==> config.mk <==
export PLATFORM = sky130hd
export DESIGN_NAME = frame_reject_info_store
export DESIGN_NICKNAME = d
export VERILOG_FILES = /design/src/frmr_store_pkg.sv /design/src/frame_reject_info_store.sv /design/src/frmr_byte_packer.sv /design/src/frmr_event_irq.sv
export SDC_FILE = /design/constraint.sdc
export NUM_CORES = 1
export LEC_CHECK = 0
export BUFFER_PORTS_ARGS = -buffer_cell sky130_fd_sc_hd__buf_2
export CAP_MARGIN = 20
export CORE_MARGIN = 2
export CORE_UTILIZATION = 50
export CTS_CLUSTER_SIZE = 16
export DETAILED_ROUTE_END_ITERATION = 12
export PLACE_DENSITY = 0.82
export SLEW_MARGIN = 10
export SYNTH_ARGS = -nofsm -noshare
export SYNTH_HDL_FRONTEND = slang
export SYNTH_SLANG_ARGS = --single-unit
==> constraint.sdc <==
create_clock -name clk -period 2.1 [get_ports clk]
set_clock_uncertainty 0.15 [all_clocks]
set_input_delay 0 -clock clk [delete_from_list [all_inputs] [get_ports clk]]
set_output_delay 0 -clock clk [all_outputs]
set_load 0.02 [all_outputs]
==> src/frmr_store_pkg.sv <==
package frmr_store_pkg;

    localparam int ADDR_W = 24;
    localparam int EV_W   = 3;

    // Register byte offsets on the APB.
    localparam logic [7:0] CTRL_OFS   = 8'h00;
    localparam logic [7:0] BASE_OFS   = 8'h04;
    localparam logic [7:0] STATUS_OFS = 8'h08;
    localparam logic [7:0] MASK_OFS   = 8'h0C;
    localparam logic [7:0] ENGINE_OFS = 8'h10;

    // Control register fields.
    localparam int CTRL_MOD128_BIT = 0;
    localparam int CTRL_TRANSP_BIT = 1;

    // Event bits shared by the status and mask registers.
    localparam int EV_LOCAL_DONE  = 0;
    localparam int EV_REMOTE_DONE = 1;
    localparam int EV_OVERRUN     = 2;

    // Reset values.
    localparam logic [1:0]        CTRL_RESET   = 2'h0;
    localparam logic [ADDR_W-1:0] BASE_RESET   = 24'h000000;
    localparam logic [EV_W-1:0]   STATUS_RESET = 3'h0;
    localparam logic [EV_W-1:0]   MASK_RESET   = 3'h0;

    // Table layout: part offsets, byte indices and flag bit positions.
    localparam logic [ADDR_W-1:0] LOCAL_PART_OFS  = 24'h000000;
    localparam logic [ADDR_W-1:0] REMOTE_PART_OFS = 24'h000008;
    localparam logic [2:0]        FLAG_IDX_MOD8   = 3'h2;
    localparam logic [2:0]        FLAG_IDX_MOD128 = 3'h4;
    localparam int FLAG_UNDEF_BIT    = 0;
    localparam int FLAG_ILLEGAL_BIT  = 1;
    localparam int FLAG_OVERSIZE_BIT = 2;
    localparam int FLAG_BAD_NR_BIT   = 3;

    typedef enum logic [1:0] {
        ENG_IDLE  = 2'b00,
        ENG_ISSUE = 2'b01,
        ENG_WAIT  = 2'b10
    } eng_state_t;

    typedef enum logic {
        PART_LOCAL  = 1'b0,
        PART_REMOTE = 1'b1
    } part_t;

    typedef struct packed {
        logic [15:0] ctrl;
        logic [6:0]  vs;
        logic [6:0]  vr;
        logic        cr;
        logic [3:0]  flags;
    } frmr_rec_t;

    localparam frmr_rec_t REC_RESET = '0;

endpackage : frmr_store_pkg

==> src/frame_reject_info_store.sv <==
// Our own choices: the register offsets and the APB slave port.
`timescale 1ns/1ps
module frame_reject_info_store
    import frmr_store_pkg::*;
(
    input  wire logic              clk,
    input  wire logic              rst_n,
    input  wire logic              psel,
    input  wire logic              penable,
    input  wire logic              pwrite,
    input  wire logic [7:0]        paddr,
    input  wire logic [31:0]       pwdata,
    output logic [31:0]            prdata,
    output logic                   pready,
    output logic                   pslverr,
    input  wire logic              local_frmr_sent,
    input  wire logic [15:0]       local_rejected_control_field,
    input  wire logic [6:0]        local_send_seq_var,
    input  wire logic [6:0]        local_recv_seq_var,
    input  wire logic              local_cmd_resp_flag,
    input  wire logic              local_undefined_control_flag,
    input  wire logic              local_illegal_info_flag,
    input  wire logic              local_oversize_info_flag,
    input  wire logic              local_bad_ack_number_flag,
    input  wire logic              remote_frmr_received,
    input  wire logic [15:0]       remote_rejected_control_field,
    input  wire logic [6:0]        remote_send_seq_var,
    input  wire logic [6:0]        remote_recv_seq_var,
    input  wire logic              remote_cmd_resp_flag,
    input  wire logic              remote_undefined_control_flag,
    input  wire logic              remote_illegal_info_flag,
    input  wire logic              remote_oversize_info_flag,
    input  wire logic              remote_bad_ack_number_flag,
    output logic                   mem_req,
    output logic [ADDR_W-1:0]      mem_addr,
    output logic [7:0]             mem_wdata,
    input  wire logic              mem_ack,
    output logic                   irq
);

    typedef struct packed {
        eng_state_t        eng;
        part_t             part;
        logic              mod128;
        logic [2:0]        idx;
        frmr_rec_t         act;
        frmr_rec_t         loc_rec;
        frmr_rec_t         rem_rec;
        logic              loc_pend;
        logic              rem_pend;
        logic              mem_req;
        logic [ADDR_W-1:0] mem_addr;
        logic [7:0]        mem_wdata;
        logic [1:0]        ctrl;
        logic [ADDR_W-1:0] base;
        logic              pready;
        logic [31:0]       prdata;
        logic              pslverr;
    } store_state_t;

    store_state_t    st_reg;
    store_state_t    st_next;
    logic [7:0]      pk_byte;
    logic [EV_W-1:0] ev_set;
    logic [EV_W-1:0] ev_status;
    logic [EV_W-1:0] ev_mask;
    logic            status_clr_we;
    logic            mask_we;
    logic            transp;
    logic [2:0]      last_idx;
    logic            apb_done;

    // Flags are normalised so that the undefined flag excludes oversize and bad N(R).
    function automatic frmr_rec_t make_rec(input logic [15:0] cf, input logic [6:0] vs, input logic [6:0] vr,
                                           input logic cr, input logic un, input logic il,
                                           input logic ov, input logic nr);
        frmr_rec_t r;
        logic      w;
        w = un | il;
        r.ctrl = cf;
        r.vs = vs;
        r.vr = vr;
        r.cr = cr;
        r.flags[FLAG_UNDEF_BIT] = w;
        r.flags[FLAG_ILLEGAL_BIT] = il;
        r.flags[FLAG_OVERSIZE_BIT] = ov & ~w;
        r.flags[FLAG_BAD_NR_BIT] = nr & ~w;
        return r;
    endfunction : make_rec

    frmr_byte_packer u_packer (
        .rec      (st_reg.act),
        .mod128   (st_reg.mod128),
        .idx      (st_reg.idx),
        .byte_out (pk_byte)
    );

    frmr_event_irq u_irq (
        .clk           (clk),
        .rst_n         (rst_n),
        .set_events    (ev_set),
        .status_clr_we (status_clr_we),
        .mask_we       (mask_we),
        .wdata         (pwdata[EV_W-1:0]),
        .status        (ev_status),
        .mask          (ev_mask),
        .irq           (irq)
    );

    assign transp   = st_reg.ctrl[CTRL_TRANSP_BIT];
    assign last_idx = st_reg.mod128 ? FLAG_IDX_MOD128 : FLAG_IDX_MOD8;
    assign apb_done = psel & penable & st_reg.pready;
    assign status_clr_we = apb_done & pwrite & (paddr == STATUS_OFS);
    assign mask_we       = apb_done & pwrite & (paddr == MASK_OFS);

    always_comb
    begin
        st_next = st_reg;
        ev_set = STATUS_RESET;
        case (st_reg.eng)
            ENG_IDLE:
            begin
                if (!transp && (st_reg.loc_pend || st_reg.rem_pend))
                begin
                    st_next.eng = ENG_ISSUE;
                    st_next.idx = 3'h0;
                    st_next.mod128 = st_reg.ctrl[CTRL_MOD128_BIT];
                    if (st_reg.loc_pend)
                    begin
                        st_next.part = PART_LOCAL;
                        st_next.act = st_reg.loc_rec;
                        st_next.loc_pend = 1'b0;
                    end
                    else
                    begin
                        st_next.part = PART_REMOTE;
                        st_next.act = st_reg.rem_rec;
                        st_next.rem_pend = 1'b0;
                    end
                end
            end
            ENG_ISSUE:
            begin
                st_next.mem_req = 1'b1;
                st_next.mem_wdata = pk_byte;
                st_next.mem_addr = st_reg.base + ((st_reg.part == PART_REMOTE) ? REMOTE_PART_OFS : LOCAL_PART_OFS)
                                   + {21'h000000, st_reg.idx};
                st_next.eng = ENG_WAIT;
            end
            ENG_WAIT:
            begin
                if (mem_ack)
                begin
                    st_next.mem_req = 1'b0;
                    if (st_reg.idx == last_idx)
                    begin
                        st_next.eng = ENG_IDLE;
                        ev_set[EV_LOCAL_DONE] = (st_reg.part == PART_LOCAL);
                        ev_set[EV_REMOTE_DONE] = (st_reg.part == PART_REMOTE);
                    end
                    else
                    begin
                        st_next.idx = st_reg.idx + 3'h1;
                        st_next.eng = ENG_ISSUE;
                    end
                end
            end
            default:
            begin
                st_next.eng = ENG_IDLE;
                st_next.mem_req = 1'b0;
            end
        endcase
        if (local_frmr_sent && !transp)
        begin
            ev_set[EV_OVERRUN] = st_reg.loc_pend;
            st_next.loc_pend = 1'b1;
            st_next.loc_rec = make_rec(local_rejected_control_field, local_send_seq_var, local_recv_seq_var,
                                       local_cmd_resp_flag, local_undefined_control_flag,
                                       local_illegal_info_flag, local_oversize_info_flag,
                                       local_bad_ack_number_flag);
        end
        if (remote_frmr_received && !transp)
        begin
            ev_set[EV_OVERRUN] = ev_set[EV_OVERRUN] | st_reg.rem_pend;
            st_next.rem_pend = 1'b1;
            st_next.rem_rec = make_rec(remote_rejected_control_field, remote_send_seq_var, remote_recv_seq_var,
                                       remote_cmd_resp_flag, remote_undefined_control_flag,
                                       remote_illegal_info_flag, remote_oversize_info_flag,
                                       remote_bad_ack_number_flag);
        end
        // One wait state: read data and error are prepared with pready.
        st_next.pready = 1'b0;
        st_next.pslverr = 1'b0;
        if (psel && penable && !st_reg.pready)
        begin
            st_next.pready = 1'b1;
            st_next.prdata = 32'h00000000;
            if (paddr == CTRL_OFS)
            begin
                st_next.prdata[1:0] = st_reg.ctrl;
            end
            else if (paddr == BASE_OFS)
            begin
                st_next.prdata[ADDR_W-1:0] = st_reg.base;
            end
            else if (paddr == STATUS_OFS)
            begin
                st_next.prdata[EV_W-1:0] = ev_status;
            end
            else if (paddr == MASK_OFS)
            begin
                st_next.prdata[EV_W-1:0] = ev_mask;
            end
            else if (paddr == ENGINE_OFS)
            begin
                st_next.prdata[2:0] = {st_reg.rem_pend, st_reg.loc_pend, (st_reg.eng != ENG_IDLE)};
            end
            else
            begin
                st_next.pslverr = 1'b1;
            end
        end
        if (apb_done && pwrite)
        begin
            if (paddr == CTRL_OFS)
            begin
                st_next.ctrl = pwdata[1:0];
            end
            else if (paddr == BASE_OFS)
            begin
                st_next.base = pwdata[ADDR_W-1:0];
            end
        end
    end

    always_ff @(posedge clk or negedge rst_n)
    begin
        if (!rst_n)
        begin
            st_reg <= '{eng: ENG_IDLE, part: PART_LOCAL, mod128: 1'b0, idx: 3'h0, act: REC_RESET,
                        loc_rec: REC_RESET, rem_rec: REC_RESET, loc_pend: 1'b0, rem_pend: 1'b0,
                        mem_req: 1'b0, mem_addr: BASE_RESET, mem_wdata: 8'h00, ctrl: CTRL_RESET,
                        base: BASE_RESET, pready: 1'b0, prdata: 32'h00000000, pslverr: 1'b0};
        end
        else
        begin
            st_reg <= st_next;
        end
    end

    assign prdata    = st_reg.prdata;
    assign pready    = st_reg.pready;
    assign pslverr   = st_reg.pslverr;
    assign mem_req   = st_reg.mem_req;
    assign mem_addr  = st_reg.mem_addr;
    assign mem_wdata = st_reg.mem_wdata;

    logic loc_flag_byte;
    logic rem_flag_byte;
    assign loc_flag_byte = mem_req && (st_reg.part == PART_LOCAL) && (st_reg.idx == last_idx);
    assign rem_flag_byte = mem_req && (st_reg.part == PART_REMOTE) && (st_reg.idx == last_idx);
endmodule : frame_reject_info_store

==> src/frmr_byte_packer.sv <==
`timescale 1ns/1ps
module frmr_byte_packer
    import frmr_store_pkg::*;
(
    input  frmr_rec_t  rec,
    input  wire logic  mod128,
    input  wire logic [2:0] idx,
    output logic [7:0] byte_out
);

    always_comb
    begin
        byte_out = 8'h00;
        if (mod128)
        begin
            case (idx)
                3'h0:    byte_out = rec.ctrl[7:0];
                3'h1:    byte_out = rec.ctrl[15:8];
                3'h2:    byte_out = {rec.vs, 1'b0};
                3'h3:    byte_out = {rec.vr, rec.cr};
                3'h4:    byte_out = {4'h0, rec.flags};
                default: byte_out = 8'h00;
            endcase
        end
        else
        begin
            case (idx)
                3'h0:    byte_out = rec.ctrl[7:0];
                3'h1:    byte_out = {rec.vr[2:0], rec.cr, rec.vs[2:0], 1'b0};
                3'h2:    byte_out = {4'h0, rec.flags};
                default: byte_out = 8'h00;
            endcase
        end
    end

endmodule : frmr_byte_packer

==> src/frmr_event_irq.sv <==
`timescale 1ns/1ps
module frmr_event_irq
    import frmr_store_pkg::*;
(
    input  wire logic            clk,
    input  wire logic            rst_n,
    input  wire logic [EV_W-1:0] set_events,
    input  wire logic            status_clr_we,
    input  wire logic            mask_we,
    input  wire logic [EV_W-1:0] wdata,
    output logic [EV_W-1:0]      status,
    output logic [EV_W-1:0]      mask,
    output logic                 irq
);

    typedef struct packed {
        logic [EV_W-1:0] status;
        logic [EV_W-1:0] mask;
        logic            irq;
    } irq_state_t;

    irq_state_t st_reg;
    irq_state_t st_next;

    // A new event in the clearing cycle survives the write of one.
    always_comb
    begin
        st_next = st_reg;
        st_next.status = (st_reg.status & ~(status_clr_we ? wdata : STATUS_RESET)) | set_events;
        if (mask_we)
        begin
            st_next.mask = wdata;
        end
        st_next.irq = |(st_next.status & st_next.mask);
    end

    always_ff @(posedge clk or negedge rst_n)
    begin
        if (!rst_n)
        begin
            st_reg <= '{status: STATUS_RESET, mask: MASK_RESET, irq: 1'b0};
        end
        else
        begin
            st_reg <= st_next;
        end
    end

    assign status = st_reg.status;
    assign mask   = st_reg.mask;
    assign irq    = st_reg.irq;

endmodule : frmr_event_irq

==> metrics.txt, run 1 <==
input/output buffers 169; most frequent cell after synthesis nand2_1; DRC 0; #FFs+latches synth ~210; Routed WL between 20,000 and 25,000 um; synthesized-area fraction occupied by adder cells 0.01373; Synth Area in Simple Gates 0.1631; Compound-Gate Fraction of Synth Area 0.09689; remaining global-route overflow 0; synth warn 0; Top Ports roughly 190; Mapped Avg Cell Area ~10 sq um; Max clock buf depth 3; CP max-delay cell dfrtp_1; Crit path largest cell delay 0.36 ns; crit end category register; area share of the largest cell type after synthesis 0.5337; final instance area around 13,000 sq um; Placed Area 10,490 sq um; drt wl/cell about 17 um; Final Max Slew Viols 0; GRT Util Overall 0.2385; maximum clock frequency 477.9 MHz; Seq/Total Area, Yosys 0.5337; async set-reset flop share out of synthesis 1.000; Max VDD drop 0.0007624 V; Final Setup Violations 0; synth top area cells dfrtp_1, nand2_1, buf_4; Num CTS Buffers 22; Initial Util 0.5130; area leader, netlist dfrtp_1; Flop pwr share 0.414; startpoint types register; clk slew on worst S/H paths 0.06 ns; Least-Margin Pin Slew 0.5548 ns; full die area 20,450 sq um; FF-to-FF path depth 10; Comb pwr share 0.255; hold depth 4; Most used DFF post-synth dfrtp_1; Pwr Total 12,110 uW; shortest period the worst path allows between 2 and 2.5 ns; worst min path class in2reg; ratio of cells with drive above 1 in the final layout 0.2640; slew margin rel. 0.6302; main combinational cell family by area after synthesis simple AND/OR/NAND/NOR gates; WP data arrival about 2.4 ns; dpl hpwl 15,170 um; worst-path fanout max 5; Crit. path cell count 10; Synth top cells by count nand2_1, dfrtp_1, o21ai_0, buf_4, clkbuf_1; vias in the first global route approximately 7,800; clock sinks 206; leakage 0.006523 uW; Largest register FFs 140; Internal 8276 uW; mux share of post-synthesis cell area 0.09404; vias per cell 5.237; Critical Path RT roughly 2.4 ns; Power Density 951.7 nW/um^2; H-tree levels 1; die width approximately 140 um; Netlist cell types 57; setup tns final 0 ns; Net Sw Power 3834 uW; DR vias about 8,000; failing checks negative hold slack; endpoints failing hold 4; TritonRoute pass-1 iters 7; CP top delay family adder cells; clk root buf clkbuf_16; Synth Cell Area about 9700 sq um; max-cap violations 0; Syn Inst Count just under 1,000; dpl cells 1,311; height of the die between 100 and 150 um; RePlAce Congestion 0.9000; Worst-Skew Late Latency 0.50 ns; critical path class reg2reg; Clk pwr share 0.331; crit share post-route 0.9964; FP Rows 50; Synth Area in XOR/XNOR 0.01904; Final ANT Viol Nets 0; Sw Ratio 0.3166; Placeable Area 18,830 sq um; ant diodes 0; Post-synth EDFFs 0; Non-Filler Instances 1,491; CP Cell Sequence ha_2 -> inv_2 -> fa_2 -> nor2b_2 -> o31a_1 -> buf_6 -> buf_12 -> nand4_1 -> xor2_1 -> o21ai_1; unrepaired setup endpoints after global routing yes; sum of buffers and inverters on the critical path 3; first-pass GRT wire length 39,010 um; CTS tree built; status finished, violations left; largest net degree at the start of global routing 65; Hold Worst Slack -0.2042 ns; number of antenna violations at the first check in global routing 0; Initial DRC Count 565; Layout area overhead 31.74%; NumNets Final around 1,300
==> per-stage QoR <==
stage / utilization / setup slack (ns)
3_5_place_dp: 0.5570 / -0.02605
4_1_cts: 0.6664 / 0.004467
2_1_floorplan: - / 0.02715
5_1_grt: 0.6757 / -0.1198
6_report: 0.6757 / 0.007586
3_3_place_gp: 0.5570 / 0.04982
==> per-layer routing <==
layer / part of all wire / GRT usage / up-vias
li1: - / - / 3677
met4: 0.026 / 0.07035 / 0
met2: 0.51 / 0.4193 / 278
met3: 0.051 / 0.04024 / 52
met1: 0.41 / 0.3030 / 3801
met5: 0 / 0 / -
==> worst paths after layout <==
| check | end | slack (ns) | start |
|---|---|---|---|
| setup / recovery | mem_addr[16]$_DFFE_PN0P_ | 0.008 | st_reg[34]$_DFFE_PN0P_ |
| hold / removal | u_irq.status[0]$_DFF_PN0_ | -0.20 | paddr[0] |
| setup reg to reg | mem_addr[16]$_DFFE_PN0P_ | 0.008 | st_reg[34]$_DFFE_PN0P_ |
| hold reg to reg | st_reg[109]$_DFFE_PN0P_ | 0.32 | st_reg[109]$_DFFE_PN0P_ |
| max in group asynchronous | u_irq.status[1]$_DFF_PN0_ | 0.65 | rst_n |
| min in group asynchronous | prdata[23]$_DFFE_PN0P_ | 0.42 | rst_n |
==> cell usage in the layout, fill, tap and decap left out, types with 4 or more instances in the layout <==
master / count
a32o_1: 4
ha_2: 4
xor2_1: 19
a31oi_1: 5
clkbuf_16: 23
buf_4: 35
nand3_1: 11
mux2i_1: 39
inv_1: 12
mux2_2: 18
nand2b_1: 4
conb_1: 8
o21ai_1: 8
nor2_1: 20
a22o_1: 26
dlygate4sd3_1: 124
a21oi_1: 8
mux2_4: 18
and3_1: 4
dfrtp_1: 203
buf_12: 7
nand2_1: 284
nand4_1: 9
nor3_1: 5
buf_2: 169
a222oi_1: 6
clkinv_2: 8
o21ai_0: 70
==> logic make-up after synthesis <==
| group | count (synthesis) |
|---|---|
| other | 1 |
| buffers and inverters | 135 |
| AND/OR/NAND/NOR | 368 |
| XOR/XNOR | 21 |
| flip-flops | 206 |
| multiplexers | 77 |
| adder cells (fa/ha/maj) | 10 |
| AO/OA/AOI/OAI | 146 |
==> power groups by stage <==
stage	clock network, uW	registers (uW)	logic, uW
4_1_cts	4080	4990	2970
2_1_floorplan	0	4930	2000
6_report	4010	5020	3090
3_5_place_dp	0	5060	2740
3_3_place_gp	0	5030	2650
5_1_grt	4290	5070	3440
==> area by class of cell <==
cell class                 count  area [sq um]
tap                          260         325.3
inverter                      15         56.30
sequential                   206          5159
clock inverter                15         162.7
clock buffer                  25         593.1
timing repair buffer         340          2565
multi-input combinational    630          3864
fill                        1342          6106
==> worst reg2reg max path, stage by stage, from the launching register on <==
cell	delay, ns
dfrtp_1	0.36
ha_2	0.20
inv_2	0.04
fa_2	0.34
nor2b_2	0.15
o31a_1	0.15
buf_6	0.13
buf_12	0.11
nand4_1	0.11
xor2_1	0.17
o21ai_1	0.11
==> repair_timing <==
| item | 4_1_cts | 5_1_grt |
|---|---|---|
| gates cloned | 1 | 1 |
| gates resized for setup | 9 | 26 |
| hold buffers | 124 | 1 |
| setup endpoints to repair | 4 | 22 |
| buffers inserted | 3 | 11 |
| pin swaps | 2 | 13 |
| endpoints found under the hold margin | 322 | 2 |
Power figures use the tool's default switching activity.
==> run 2, diff against run 1 <==
--- a/config.mk
+++ b/config.mk
@@ -7,6 +7,7 @@
 export LEC_CHECK = 0
 export BUFFER_PORTS_ARGS = -buffer_cell sky130_fd_sc_hd__buf_2
 export CAP_MARGIN = 20
+export CORE_ASPECT_RATIO = 0.75
 export CORE_MARGIN = 2
 export CORE_UTILIZATION = 50
 export CTS_CLUSTER_SIZE = 16
==> constraint.sdc (replaced) <==
create_clock -name clk -period 1.88 [get_ports clk]
set_clock_uncertainty 0.15 [all_clocks]
set_input_delay 0 -clock clk [delete_from_list [all_inputs] [get_ports clk]]
set_output_delay 0 -clock clk [all_outputs]
set_load 0.02 [all_outputs]
==> run 2 against run 1 <==
  * The flow finishes with violations (negative setup slack)
  * Via count is 3.7% higher
  * Clock power shrank 6.0%
  * Core utilization is 0.94 points higher
  * Sequential share of layout area down 0.34 points
  * Fmax is 0.59% lower
  * First-iteration DRC count rose by 46%
  * Critical path depth is 1 lower
  * Die area about the same
  * Critical endpoint unchanged
  * Largest power group unchanged
==> metrics.txt, run 2 (synthesis gave the netlist of run 1 again) <==
status finished, violations left; failing checks negative setup slack; Top Ports 186 (unchanged); die width 164.5 um (+15%); Reg2Reg Launch Point st_reg[200]$_DFFE_PN0P_; Max VDD drop 0.0006166 V (-19%); Worst-Skew Late Latency 0.49 ns (about the same); DP Worst Slack -0.2214 ns (-0.1954 ns); Layout area overhead 32.81%; Largest register FFs 140 (unchanged); ratio of cells with drive above 1 in the final layout 0.2862 (+0.02216); shortest period the worst path allows 2.105 ns (+0.01245 ns); clock sinks 206 (unchanged); H-tree levels 1 (unchanged); leakage 0.006567 uW (+0.67%); NumNets Final 1,355 (+0.89%); critical path class reg2reg; Routed WL 26,500 um (+7.4%); vias in the first global route 8,014 (+2.4%); reg2reg end mem_addr[16]$_DFFE_PN0P_; clk root buf clkbuf_16; CTS tree built; Initial DRC Count 825 (+46%); Max clock buf depth 3 (unchanged); Critical Path RT 2.15 ns (-0.22 ns); dpl hpwl 15,980 um (+5.4%); ant diodes 0 (unchanged); height of the die 124.4 um (-13%); most frequent cells in the layout nand2_1, dfrtp_1, buf_2, dlygate4sd3_1, buf_4; reg-to-reg slack, setup -0.22 ns (-0.23 ns); TritonRoute pass-1 iters 5 (-2); RePlAce Congestion 0.8837 (-1.8%); Worst Min Path Start paddr[6]; first-pass GRT wire length 41,510 um (+6.4%); hold depth 7 (+3); full die area 20,460 sq um (about the same); Final Max Slew Viols 0 (unchanged); endpoints failing hold 0 (-4); DRC 0 (unchanged); commonest non-fill, non-tap cell in the layout nand2_1; crit end category register; Num CTS Buffers 21 (-4.5%); final worst slack -0.2249 ns (-0.2325 ns); Final Setup Violations 45 (+45); crit share post-route 1.120 (+0.1232); DR vias 8,099 (+3.7%); WP data arrival 2.37 ns (about the same); final core occ 0.6852 (+0.009430); vias per cell 5.458 (+4.2%); WHS Endpoint u_irq.mask[2]$_DFF_PN0_; max-cap violations 0 (unchanged); # fillers 1,273 (-5.1%); remaining global-route overflow 0 (unchanged); drt wl/cell 17.86 um (+7.9%); Power Density 1045 nW/um^2 (+9.8%); input/output buffers 169 (unchanged); Final ANT Viol Nets 0 (unchanged); clk slew on worst S/H paths 0.06 ns (about the same); number of antenna violations at the first check in global routing 1 (+1); maximum clock frequency 475.1 MHz (-0.59%); GRT Util Overall 0.2545 (+0.01599); FP Rows 43 (-14%); Placeable Area 18,720 sq um (-0.57%); Initial Util 0.5159 (+0.002948); FF-to-FF path depth 9 (-1); worst-path fanout max 5 (unchanged); unrepaired setup endpoints after global routing yes; largest net degree at the start of global routing 75 (+15%); worst min path class in2reg; startpoint types register
## run 2: changes by cell type in the layout (fill, tap and decap cells not counted), sizes merged
cell / before / now
buf: 215 / 241
bufbuf: 0 / 1
bufinv: 3 / 0
clkbuf: 26 / 31
clkinv: 10 / 3
clkinvlp: 2 / 0
dlygate4sd3: 124 / 109
dlymetal6s4s: 0 / 1
## run 2: how the worst max path moves through the flow
stage	from	end	slack, ns	cells past startpoint
floorplan	st_reg[200]$_DFFE_PN0P_	mem_addr[22]$_DFFE_PN0P_	-0.12	9
global placement	paddr[0]	u_irq.irq$_DFF_PN0_	-0.11	6
detailed placement	st_reg[200]$_DFFE_PN0P_	mem_addr[16]$_DFFE_PN0P_	-0.22	9
CTS	st_reg[200]$_DFFE_PN0P_	mem_addr[16]$_DFFE_PN0P_	-0.20	10
global route	st_reg[200]$_DFFE_PN0P_	mem_addr[16]$_DFFE_PN0P_	-0.31	9
finish	st_reg[200]$_DFFE_PN0P_	mem_addr[16]$_DFFE_PN0P_	-0.22	9
## run 2: report_power, final
group | switching, uW | internal [uW]
logic | 2250 | 1750
registers | 528 | 5110
clock network | 1650 | 2120
## run 2: worst max-delay path, cell delays in order, from the launching register on
cell	delay, ns
dfrtp_1	0.38
ha_2	0.21
inv_2	0.04
fa_2	0.34
nor2b_2	0.13
o31a_1	0.18
buf_6	0.14
nand4_1	0.11
xor2_1	0.19
o21ai_1	0.14
## run 2: per-layer routing
layer	vias to the layer above	GRT usage	wire (um)
li1	3705	-	-
met1	3959	0.3503	11160
met2	366	0.4201	12750
met3	69	0.03363	1774
met4	0	0.07928	819
met5	-	0	0
## run 2: timing repair
item,CTS,global route
hold buffers,111,0
cloned,3,0
pin swaps,22,25
resized for setup,46,34
hold endpoints to repair,322,0
endpoints found under the setup margin,28,35
buffers inserted,9,10
## run 2: cell type report
type / instances / area [sq um] / share of cell area
clock buffers: 30 / 579.3 / 0.04516
clock inverters: 3 / 15.01 / 0.001170
inverters: 15 / 58.81 / 0.004584
multi-input cells: 630 / 3999 / 0.3117
flip-flops and latches: 206 / 5157 / 0.4020
well taps: 247 / 309.0 / 0.02409
repair buffers: 353 / 2710 / 0.2113
## run 2: per-stage QoR
step                hold slack, ns  power (uW)  TNS [ns]  cell area, sq um  cells
finish                     0.02269       13410    -3.645             12830   1484
floorplan                  -0.4456        7739    -1.367              9702    971
CTS                       -0.01773       13140    -2.766             12680   1477
global route               0.04504       14070    -7.745             12830   1484
global placement           -0.2071        8859   -0.6249             10710   1322
detailed placement         -0.2028        8986    -2.820             10710   1322
==> run 3, diff against run 2 <==
--- a/config.mk
+++ b/config.mk
@@ -16,4 +16,5 @@
 export SLEW_MARGIN = 10
 export SYNTH_ARGS = -nofsm -noshare
 export SYNTH_HDL_FRONTEND = slang
+export SYNTH_HIERARCHICAL = 1
 export SYNTH_SLANG_ARGS = --single-unit
==> run 3 against run 2 <==
  * The run still ends with negative setup slack left
  * Register-to-register slack better by 0.03 ns
  * Flip-flop and latch count unchanged
  * Largest power group unchanged
  * Largest cell class unchanged
  * Critical path depth decreased by 1
  * Sequential share of layout area decreased by 1.6 points
  * Via count grew 6.8%
  * Total power increased by 14%
==> metrics.txt, run 3 <==
RePlAce Congestion 0.9094 (+2.9%); die width 165.5 um (+0.58%); maximum clock frequency 482.9 MHz (+1.7%); TritonRoute pass-1 iters 5 (unchanged); Post-synth EDFFs 0 (unchanged); drt wl/cell 19.06 um (+6.7%); remaining global-route overflow 0 (unchanged); Power Density 1141 nW/um^2 (+9.2%); crit end category register; H-tree levels 1 (unchanged); synth top area cells dfrtp_1, nand2_1, buf_4; CP max-delay cell dfrtp_1; dpl hpwl 17,330 um (+8.5%); clock sinks 206 (unchanged); ratio of cells with drive above 1 in the final layout 0.2868 (+0.0006455); status finished, violations left; Crit path largest cell delay 0.39 ns (about the same); Largest register FFs 140 (unchanged); endpoints failing hold 0 (unchanged); async set-reset flop share out of synthesis 1.000 (unchanged); Layout area overhead 36.62%; max-cap violations 0 (unchanged); Initial Util 0.5073 (-0.008567); vias in the first global route 8,622 (+7.6%); Final Max Slew Viols 0 (unchanged); Syn Inst Count 998 (+3.5%); vias per cell 5.604 (+2.7%); CP Cell Sequence ha_4 -> fa_2 -> a211oi_4 -> buf_4 -> buf_6 -> or2_4 -> or3_1 -> a31oi_1; Initial DRC Count 770 (-6.7%); DR vias 8,647 (+6.8%); sum of buffers and inverters on the critical path 2 (unchanged); number of antenna violations at the first check in global routing 0 (-1); unrepaired setup endpoints after global routing yes; Placeable Area 19,270 sq um (+2.9%); Comb pwr share 0.306 (+0.008); Internal 10,140 uW (+13%); Synth Cell Area 9776 sq um (+1.2%); Num CTS Buffers 21 (unchanged); Max VDD drop 0.0008050 V (+31%); #FFs+latches synth 206 (unchanged); final worst slack -0.1907 ns (+0.03418 ns); Crit. path cell count 8 (-1); FP Rows 44 (+2.3%); WP data arrival 2.33 ns (-0.04 ns); failing checks negative setup slack; critical path class reg2reg; GRT Util Overall 0.2763 (+0.02186); Sw Ratio 0.3345 (+0.004814); first-pass GRT wire length 45,430 um (+9.4%); full die area 20,700 sq um (+1.2%); Synth top cells by count nand2_1, dfrtp_1, buf_4, o21ai_0, clkbuf_1; Final ANT Viol Nets 0 (unchanged); CTS tree built; Max clock buf depth 3 (unchanged); FF-to-FF path depth 8 (-1); height of the die 125.1 um (+0.58%); DP Worst Slack -0.3132 ns (-0.09182 ns); ant diodes 0 (unchanged); commonest non-fill, non-tap cell in the layout nand2_1; worst min path class in2reg; hold depth 7 (unchanged); Net Sw Power 5097 uW (+15%); Seq/Total Area, Yosys 0.5273 (-0.006353); Critical Path RT 2.14 ns (about the same); Clk pwr share 0.308 (+0.027); Worst-Skew Late Latency 0.50 ns (about the same); area leader, netlist dfrtp_1; DRC 0 (unchanged); worst-path fanout max 4 (-1); leakage 0.006647 uW (+1.2%); Most used DFF post-synth dfrtp_1; most frequent cells in the layout nand2_1, dfrtp_1, buf_2, dlygate4sd3_1, buf_4; Flop pwr share 0.386 (-0.035); Routed WL 29,410 um (+11%); Final Setup Violations 21 (-53%); area share of the largest cell type after synthesis 0.5273 (-0.006353); Top Ports 186 (unchanged); clk root buf clkbuf_16; NumNets Final 1,399 (+3.2%); startpoint types register; synth warn 6 (+6); input/output buffers 169 (unchanged); most frequent cell after synthesis nand2_1; clk slew on worst S/H paths 0.06 ns (about the same); Pwr Total 15,240 uW (+14%); crit share post-route 1.101 (-0.01818); Netlist cell types 63 (+11%); shortest period the worst path allows 2.071 ns (-0.03418 ns); largest net degree at the start of global routing 57 (-24%); CP top delay family simple AND/OR/NAND/NOR gates; Mapped Avg Cell Area 9.795 sq um (-2.2%)
[run 3: cell types whose count changed in the layout (fill, tap and decap cells not counted), moves of 7 or more]
cell,before,now
o31ai_1,0,8
nor2_1,20,35
o21ai_1,28,8
xor2_1,19,2
mux2_2,17,8
buf_4,54,68
mux2i_1,37,45
o32ai_1,0,7
a31oi_1,5,15
dlygate4sd3_1,109,117
or3_1,0,7
[run 3: per-stage QoR]
step             util  cell area (sq um)  cells  TNS (ns)  hold slack [ns]
6_report       0.6931              13360   1543    -2.084         0.004865
5_1_grt        0.6931              13360   1543    -3.973          0.03877
4_1_cts        0.6764              13030   1531    -1.812          -0.2187
3_5_place_dp   0.5682              10950   1369    -5.451          -0.1807
3_3_place_gp   0.5682              10950   1369    -2.547          -0.1847
2_1_floorplan       -               9991   1005    -1.908          -0.4456
[run 3: repair_timing]
| item | CTS | global route |
|---|---|---|
| hold buffers | 115 | 2 |
| gates cloned | 1 | 2 |
| setup endpoints to repair | 42 | 64 |
| resized for setup | 19 | 43 |
| hold endpoints to repair | 322 | 3 |
| pin swaps | 12 | 18 |
| buffers inserted | 8 | 10 |
[run 3: kinds of logic after synthesis]
family          count (synthesis)  share of synthesized area
mux                            76                    0.08255
compound gates                157                     0.1105
other cells                     1                  0.0003836
flops                         206                     0.5273
fa+ha+maj                       6                   0.008448
simple gates                  413                     0.1847
buf+inv                       133                    0.08076
xor+xnor                        6                   0.005376
[run 3: final timing paths]
path                                         startpoint                         to  slack (ns)
worst max register to register   st_reg[34]$_DFFE_PN0P_   mem_addr[12]$_DFFE_PN0P_       -0.19
max in group asynchronous                         rst_n    st_reg[114]$_DFFE_PN0P_        0.56
worst min-delay path                           paddr[6]  u_irq/status[0]$_DFF_PN0_       0.005
worst max-delay path             st_reg[34]$_DFFE_PN0P_   mem_addr[12]$_DFFE_PN0P_       -0.19
min in group asynchronous                         rst_n           pready$_DFF_PN0_        0.36
worst min register to register  st_reg[116]$_DFFE_PN0P_    st_reg[116]$_DFFE_PN0P_        0.33
[run 3: final cells by class]
type                    instances  area (sq um)
clock inverters                 7         163.9
clock buffers                  31         613.1
multi-input cells             667          4247
fillers                      1315          5913
repair buffers                370          2818
inverters                       9         37.54
well taps                     253         316.6
flip-flops and latches        206          5160
[run 3: layer usage]
layer / wire length [um] / GRT usage
met1: 12520 / 0.3963
met2: 13720 / 0.4357
met3: 2327 / 0.04977
met4: 838 / 0.07252
met5: 0 / 0
[run 3: tightest hold or removal path, stage by stage]
cell,delay (ns)
buf_2,0.08
or4_4,0.12
nor2_1,0.06
nand3_2,0.11
nor2_2,0.06
nand2_1,0.05
a21o_1,0.13
[run 3: power groups by stage]
stage	registers (uW)	clock network, uW	logic, uW
floorplan	5760	0	3040
global placement	5860	0	3960
detailed placement	5890	0	4070
CTS	5830	4710	4340
global route	5960	4940	5100
finish	5880	4690	4670
